==> config.mk <==
export PLATFORM = sky130hd
export DESIGN_NAME = bsr_device_flat
export DESIGN_NICKNAME = d
export VERILOG_FILES = /design/src/pkg/bsr_pkg.sv /design/src/pkg/bsr_if.sv /design/src/hdl/bsr_device.sv /design/src/flat_wrapper.sv
export SDC_FILE = /design/constraint.sdc
export NUM_CORES = 1
export LEC_CHECK = 0
export BUFFER_PORTS_ARGS = -buffer_cell sky130_fd_sc_hd__buf_2
export CORE_MARGIN = 8
export CORE_UTILIZATION = 45
export CTS_BUF_LIST = sky130_fd_sc_hd__clkbuf_16
export DETAILED_ROUTE_END_ITERATION = 10
export GPL_TIMING_DRIVEN = 0
export PLACE_DENSITY_LB_ADDON = 0.25
export SKIP_LAST_GASP = 1
export SYNTH_ARGS = -nofsm -noshare
export SYNTH_HDL_FRONTEND = slang
export SYNTH_SLANG_ARGS = --single-unit
==> constraint.sdc <==
create_clock -name CLK -period 5.55 [get_ports CLK]
set_clock_uncertainty 0.15 [all_clocks]
set_input_delay 1.11 -clock CLK [delete_from_list [all_inputs] [get_ports CLK]]
set_output_delay 1.11 -clock CLK [all_outputs]
set_load 0.005 [all_outputs]
==> src/pkg/bsr_pkg.sv <==
package bsr_pkg;
  // ****************************************************************
  // Command framing
  // ****************************************************************
  localparam int START_LEN = 3;
  localparam int SETUP_LEN = 4;
  localparam int STOP_LEN = 3;
  localparam int CMD_LEN = 10;
  localparam int WORD_LEN = 16;
  localparam int READ_CLKS = 17;
  localparam int ACK_CLKS = 2;
  localparam int RESET_LEN = 21;
  localparam logic [2:0] START_BITS = 3'h7;
  localparam logic [2:0] STOP_BITS = 3'h0;
  // Setup codes and reset pattern: neutral values of our own
  localparam logic [3:0] CODE_PRESS = 4'hA;
  localparam logic [3:0] CODE_TEMP = 4'h9;
  localparam logic [3:0] CODE_CAL1 = 4'h5;
  localparam logic [3:0] CODE_CAL2 = 4'h6;
  localparam logic [3:0] CODE_CAL3 = 4'h3;
  localparam logic [3:0] CODE_CAL4 = 4'hC;
  localparam logic [20:0] RESET_PATTERN = 21'h155540;
  // ****************************************************************
  // Timing
  // ****************************************************************
  localparam int CLK_MHZ = 200;
  localparam int CONV_MS = 35;
  localparam int CONV_CYCLES = CONV_MS * CLK_MHZ * 1000;
  localparam int SCLK_DIV = 8;
  localparam int RESET_DOUT_QUIET = 0;
endpackage

==> src/pkg/bsr_if.sv <==
`timescale 1ns/1ps
`default_nettype none
interface bsr_if;
  logic serial_clock;
  logic serial_in;
  logic serial_out;
  modport device (input serial_clock, input serial_in, output serial_out);
  modport host (output serial_clock, output serial_in, input serial_out);
endinterface
`default_nettype wire

==> src/hdl/bsr_device.sv <==
`timescale 1ns/1ps
`default_nettype none
// What the link asks of this block and its host
// Sample input, launch output on rising clock
// Host samples and drives on falling edge
// Only the host makes serial clock
// Output carries result, calibration, or status
// Three high bits start each command
// Four-bit setup selects the operation
// Three low bits stop each command
// Acknowledge rises during last stop bit
// Host gives two clocks after acknowledge
// Clock held low; falling output marks done
// Host gives seventeen clocks to read result
// Readout pauses and resumes on held clock
// Host reads result before next conversion
// Reset pattern resynchronises from any state
// Host ignores output during reset pattern
// Host sends reset before each conversion
// Four readable sixteen-bit calibration words
// Shared converter yields pressure or temperature
// Host reads calibration once after reset
// Master clock may stop in standby
// Setup codes and reset pattern are parameters
// Return idle with output low after transfer
module bsr_device
  import bsr_pkg::*;
#(
  parameter int CONV_COUNT = CONV_CYCLES,
  parameter logic [15:0] CAL_FIRST = 16'h1234,
  parameter logic [15:0] CAL_SECOND = 16'h5678,
  parameter logic [15:0] CAL_THIRD = 16'h9ABC,
  parameter logic [15:0] CAL_FOURTH = 16'hDEF0
) (
  input wire logic CLK,
  input wire logic RST,
  bsr_if.device LINK,
  input wire logic [15:0] PRESSURE_SAMPLE,
  input wire logic [15:0] TEMPERATURE_SAMPLE,
  output logic BUSY,
  output logic [15:0] LAST_RESULT
);
  // ****************************************************************
  // Pin synchronisers and edge detect
  // ****************************************************************
  typedef enum {
    ST_START, ST_SETUP, ST_STOP, ST_ACK,
    ST_CONV, ST_WAIT, ST_READ, ST_TAIL
  } bsr_state_t;
  logic [1:0] clk_sync;
  logic [1:0] din_sync;
  logic clk_prev;
  // Both pins pass the same two flops, so clock and data stay aligned
  // Edge flags read only the second flop and its delayed copy
  wire rise = clk_sync[1] & ~clk_prev;
  wire fall = ~clk_sync[1] & clk_prev;
  wire din = din_sync[1];
  always_ff @(posedge CLK or posedge RST) begin
    if (RST) begin
      clk_sync <= 2'h0;
      din_sync <= 2'h0;
      clk_prev <= 1'b0;
    end else begin
      clk_sync <= {clk_sync[0], LINK.serial_clock};
      din_sync <= {din_sync[0], LINK.serial_in};
      clk_prev <= clk_sync[1];
    end
  end
  // ****************************************************************
  // Setup code decode
  // ****************************************************************
  function automatic logic code_is_conv(input logic [3:0] c);
    return (c == CODE_PRESS) || (c == CODE_TEMP);
  endfunction
  function automatic logic code_is_cal(input logic [3:0] c);
    return (c == CODE_CAL1) || (c == CODE_CAL2) || (c == CODE_CAL3) || (c == CODE_CAL4);
  endfunction
  // ****************************************************************
  // Protocol engine
  // ****************************************************************
  bsr_state_t state;
  logic [4:0] cnt;
  logic [3:0] setup;
  logic [20:0] hist;
  logic [16:0] shreg;
  logic [31:0] conv_cnt;
  logic is_press;
  logic dout;
  wire [20:0] next_hist = {hist[19:0], din};
  // The pattern is watched in every state, so a lost frame always recovers
  wire reset_seen = rise && (next_hist == RESET_PATTERN);
  wire [3:0] next_setup = {setup[2:0], din};
  wire is_conv = code_is_conv(setup);
  // Unknown codes fall back to idle so a corrupt setup starts nothing
  wire known = is_conv || code_is_cal(setup);
  // Calibration words are fixed at build time; no write path exists
  wire [15:0] cal_word = (setup == CODE_CAL1) ? CAL_FIRST :
    (setup == CODE_CAL2) ? CAL_SECOND :
    (setup == CODE_CAL3) ? CAL_THIRD : CAL_FOURTH;
  wire [15:0] sample = is_press ? PRESSURE_SAMPLE : TEMPERATURE_SAMPLE;
  assign LINK.serial_out = dout;
  // ****************************************************************
  // Reset pattern watch
  // ****************************************************************
  always_ff @(posedge CLK or posedge RST) begin
    if (RST) begin
      hist <= 21'h000000;
    end else if (rise) begin
      hist <= next_hist;
    end
  end
  // ****************************************************************
  // Frame sequencer
  // ****************************************************************
  always_ff @(posedge CLK or posedge RST) begin
    if (RST) begin
      state <= ST_START;
      cnt <= 5'h00;
      setup <= 4'h0;
      shreg <= 17'h00000;
      conv_cnt <= 32'h0;
      is_press <= 1'b0;
      dout <= 1'b0;
      BUSY <= 1'b0;
      LAST_RESULT <= 16'h0000;
    end else begin
      if (reset_seen) begin
        state <= ST_START;
        cnt <= 5'h00;
        dout <= 1'b0;
        BUSY <= 1'b0;
      end else unique case (state)
        ST_START: if (rise) begin
          if (din) cnt <= cnt + 5'h01;
          else cnt <= 5'h00;
          if (din && cnt == 5'(START_LEN - 1)) begin
            state <= ST_SETUP;
            cnt <= 5'h00;
          end
        end
        ST_SETUP: if (rise) begin
          setup <= next_setup;
          cnt <= cnt + 5'h01;
          if (cnt == 5'(SETUP_LEN - 1)) begin
            state <= ST_STOP;
            cnt <= 5'h00;
          end
        end
        // A high bit inside the stop field breaks the frame
        ST_STOP: if (rise) begin
          cnt <= cnt + 5'h01;
          if (din) begin
            state <= ST_START;
            cnt <= 5'h00;
          end else if (cnt == 5'(STOP_LEN - 1)) begin
            cnt <= 5'h00;
            if (!known) state <= ST_START;
            else if (is_conv) begin
              dout <= 1'b1;
              is_press <= (setup == CODE_PRESS);
              state <= ST_ACK;
            end else begin
              shreg <= {1'b0, cal_word};
              state <= ST_READ;
            end
          end
        end
        ST_ACK: if (rise) begin
          cnt <= cnt + 5'h01;
          if (cnt == 5'(ACK_CLKS - 1)) begin
            state <= ST_CONV;
            conv_cnt <= 32'h0;
            BUSY <= 1'b1;
          end
        end
        // Counted in system clocks; the host holds the link clock low meanwhile
        ST_CONV: begin
          conv_cnt <= conv_cnt + 32'h1;
          if (conv_cnt == 32'(CONV_COUNT - 1)) begin
            dout <= 1'b0;
            BUSY <= 1'b0;
            // Dummy bit first, then the word with its top bit leading
            shreg <= {1'b0, sample};
            LAST_RESULT <= sample;
            cnt <= 5'h00;
            state <= ST_WAIT;
          end
        end
        // One spare cycle so the completion edge settles before readout
        ST_WAIT: state <= ST_READ;
        ST_READ: if (rise) begin
          dout <= shreg[16];
          shreg <= {shreg[15:0], 1'b0};
          cnt <= cnt + 5'h01;
          if (cnt == 5'(READ_CLKS - 1)) begin
            cnt <= 5'h00;
            state <= ST_TAIL;
          end
        end
        // The last bit must stand until the host has sampled it on its falling edge
        ST_TAIL: if (fall) begin
          dout <= 1'b0;
          state <= ST_START;
        end
      endcase
    end
  end
endmodule
`default_nettype wire

==> src/flat_wrapper.sv <==
// flat-port wrapper written by rule: the top's interface ports become plain ports
module bsr_device_flat import bsr_pkg::*;
#(
  parameter int CONV_COUNT = CONV_CYCLES,
  parameter logic [15:0] CAL_FIRST = 16'h1234,
  parameter logic [15:0] CAL_SECOND = 16'h5678,
  parameter logic [15:0] CAL_THIRD = 16'h9ABC,
  parameter logic [15:0] CAL_FOURTH = 16'hDEF0
)
  (CLK, RST, PRESSURE_SAMPLE, TEMPERATURE_SAMPLE, BUSY, LAST_RESULT, LINK_serial_clock, LINK_serial_in, LINK_serial_out);
  bsr_if LINK_i ();
  input wire logic CLK;
  input wire logic RST;
  input wire logic [15:0] PRESSURE_SAMPLE;
  input wire logic [15:0] TEMPERATURE_SAMPLE;
  output logic BUSY;
  output logic [15:0] LAST_RESULT;
  input wire logic [$bits(LINK_i.serial_clock)-1:0] LINK_serial_clock;
  input wire logic [$bits(LINK_i.serial_in)-1:0] LINK_serial_in;
  output wire logic [$bits(LINK_i.serial_out)-1:0] LINK_serial_out;
  assign LINK_i.serial_clock = LINK_serial_clock;
  assign LINK_i.serial_in = LINK_serial_in;
  assign LINK_serial_out = LINK_i.serial_out;
  bsr_device #(.CONV_COUNT(CONV_COUNT), .CAL_FIRST(CAL_FIRST), .CAL_SECOND(CAL_SECOND), .CAL_THIRD(CAL_THIRD), .CAL_FOURTH(CAL_FOURTH)) u_core (.CLK(CLK), .RST(RST), .LINK(LINK_i), .PRESSURE_SAMPLE(PRESSURE_SAMPLE), .TEMPERATURE_SAMPLE(TEMPERATURE_SAMPLE), .BUSY(BUSY), .LAST_RESULT(LAST_RESULT));
endmodule
==> qor.yml <==
syn_nets: 635
grt_pass1_vias: 4543
switching_share_pct: 29.65
drt_first_pass_iters: 6
crit_arrival_ps: 3010
syn_area_per_cell_um2: 9.327
fp.dieW_um: 127.0
port_buffers: 53
critPathKind: "reg2reg"
fin_crit_sh_pct: 53.11
postCtsSetupRepairBufs: 0
routed-wl-met2_um: 5779
crit_path_start_kind: "register"
cp-end-kind: "register"
final_common_cell: "nand2_1"
synth_top_flop_cell: "dfrtp_1"
root_buffer: "clkbuf_16"
area_growth_pct: 14.09
grt_remaining_overflow: 0
start_util_pct: 46.13
postCtsHoldBufs: 0
grt_usage_pct: 16.47
cts.sinks: 105
mostFrequentLayoutCells: "nand2_1, dfrtp_1, buf_2, o21ai_0, nor2_1"
rrSetupSlack_ps: 2600
antenna_found_initial: 0
cap_violations: 0
hold_class: "reg2reg"
drt_iter0_drc: 410
required_ps: 5620
yosysSeqAreaShare_pct: 47.43
tightest_slew_ps: 699.8
seqPwrFrac_pct: 45.3
endpoint: "u_core.LAST_RESULT[15]"
synth_cells: 594
core-area_um2: 12010
fp.dieArea_um2: 16120
grt_max_degree: 58
synthDistinctLibCells: 62
reg2reg_to: "u_core.LAST_RESULT[15]"
synth-seq-cells: 105
finalMaxSlewViolations: 0
hold_viol: 0
clkPwrFrac_pct: 32.8
period_needed_ps: 2948
synth_edf_count: 0
postRouteAntennaNets: 0
crit_path_top_delay_cell: "nand3_1"
leakagePower_nw: 2.798
rr_worst_depth: 8
grt_pass1_wl_um: 21890
io_pins: 54
hpwlAfterDp_um: 9023
power.switching_mw: 0.5969
combPwrFrac_pct: 21.9
row_count: 40
synth_top_area_cell: "dfrtp_1"
cp_max_fo: 10
dr.max_layer_used: "met4"
vias: 4588
intPower_mw: 1.417
wl_per_cell_um: 15.58
rsz0062_at_grt: "false"
clock_latency_ps: 350
h-tree-depth: 3
cts_resized: 0
viasPerCell: 5.664
crit_chain: "clkbuf_1, inv_1, nand2_1, nor2_1, nand3_1, clkbuf_1, nand2_1, o21ai_0"
fin_hold_ws_ps: 200.5
cts_buffers: 9
powerDensity_nw_per_um2: 318.6
cts_tree: "done"
drt_wl_total_um: 12620
synthTopCellsByArea: "dfrtp_1, nand2_1, mux2_2"
setup_viol: 0
r2r_start: "u_core.state[0]"
cts_buffer_depth: 2
worstSetupStartpoint: "u_core.state[0]"
wl_met3_um: 703
ys_warn_count: 0
place.gp.congestion: 0.8489
synth_top_area_share_pct: 47.43
die_h_um: 127.0
syn_area_um2: 5540
clkTransAtPathRegs_ps: 70
fin_nets: 700
tns_ps: 0
fmax_mhz: 339.3
worst_path_largest_cell_delay_ps: 570
synth-async-reset-ratio_pct: 100.0
maxSlewHeadroom_pct: 52.91
drive_above_1_share_pct: 16.74
peakVddDrop_mv: 0.2186
drc: 0
met1_length_um: 5948
diodes: 0
status: "complete, no violations"
-- synth_stat cells (3+ instances only) --
| library cell | n |
|---|---|
| nor2b_1 | 5 |
| a22o_1 | 5 |
| buf_1 | 4 |
| clkbuf_1 | 19 |
| nand2b_1 | 5 |
| nor4_1 | 11 |
| o221ai_1 | 3 |
| mux2_2 | 22 |
| dfrtp_1 | 105 |
| nand2_1 | 115 |
| mux2i_1 | 22 |
| a21oi_1 | 21 |
| buf_2 | 7 |
| nand3b_1 | 4 |
| nor4bb_1 | 5 |
| a21o_1 | 4 |
| xor2_1 | 5 |
| and3b_1 | 3 |
| o21ai_0 | 41 |
| nor2_1 | 39 |
| xnor2_1 | 18 |
| inv_1 | 18 |
| nand4_1 | 7 |
| a22oi_1 | 4 |
| nor3_1 | 19 |
| or4_1 | 6 |
| ha_1 | 5 |
| a31oi_1 | 3 |
| or3_1 | 3 |
| nand3_1 | 25 |
| and3_1 | 5 |
-- cell type report --
| class | count | area, um2 |
|---|---|---|
| Inverter | 18 | 70.07 |
| Fill cell | 1091 | 5690 |
| Clock buffer | 9 | 225.2 |
| Sequential cell | 105 | 2628 |
| Clock inverter | 6 | 76.32 |
| Tap cell | 147 | 183.9 |
| Buffer | 31 | 132.6 |
| Timing Repair Buffer | 54 | 292.8 |
| Multi-Input combinational cell | 440 | 2713 |
-- worst max-delay path, delay by kind of cell, from the launching register on --
kind	cells	cell delay, ps
AO/OA/AOI/OAI	1	100
flip-flops	1	410
AND/OR/NAND/NOR	4	1390
buffers and inverters	3	760
-- registers in the layout, summed over array words and instances, names as in the netlist, 2 cells and up --
register	cells
u_core.cnt	5
u_core.din_sync	2
u_core.LAST_RESULT	16
u_core.conv_cnt	32
u_core.clk_sync	2
u_core.setup	4
u_core.state	3
u_core.shreg	17
u_core.hist	20
-- kinds of logic (layout without fill, tap and decap cells) --
kind of cell,count (synthesis),in the layout,share of synthesized area (%)
AND/OR/NAND/NOR,267,267,23.69
flip-flops,105,105,47.43
AO/OA/AOI/OAI,100,100,11.86
buffers and inverters,49,118,3.613
multiplexers,45,45,8.650
XOR/XNOR,23,23,3.636
adder cells (fa/ha/maj),5,5,1.129
-- worst min-delay path by stage --
stage	start	to	slack (ps)	cells past startpoint
after global placement	u_core.din_sync[0]	u_core.din_sync[1]	180	0
after global routing	u_core.din_sync[0]	u_core.din_sync[1]	230	0
final	u_core.din_sync[0]	u_core.din_sync[1]	200	0
after CTS	u_core.din_sync[0]	u_core.din_sync[1]	200	0
after floorplan	u_core.clk_sync[0]	u_core.clk_sync[1]	180	0
after detailed placement	u_core.din_sync[0]	u_core.din_sync[1]	190	0
-- layer usage --
metal  global-route usage [%]  vias to the layer above
li1                         -                     2218
met2                    25.84                      113
met4                    5.808                        0
met5                        0                        -
met3                    4.734                       17
met1                    21.23                     2240
-- power groups by stage --
stage,registers (mW),clock network (mW),logic [mW]
final,0.912,0.660,0.442
after global routing,0.926,0.700,0.502
after CTS,0.912,0.678,0.443
after detailed placement,0.926,0,0.440
after global placement,0.921,0,0.423
after floorplan,0.908,0,0.341
-- per-stage QoR --
stage	util [%]	cells	cell area [um2]	power [mW]	worst slack [ps]
floorplan	-	594	5540	1.249	1529
global placement	49.86	794	5989	1.344	288.0
detailed placement	50.11	795	6020	1.366	2648
CTS	52.63	810	6321	2.033	2543
global route	52.63	810	6321	2.128	2379
finish	52.63	810	6321	2.014	2602
(Power assumes the default switching activity.)
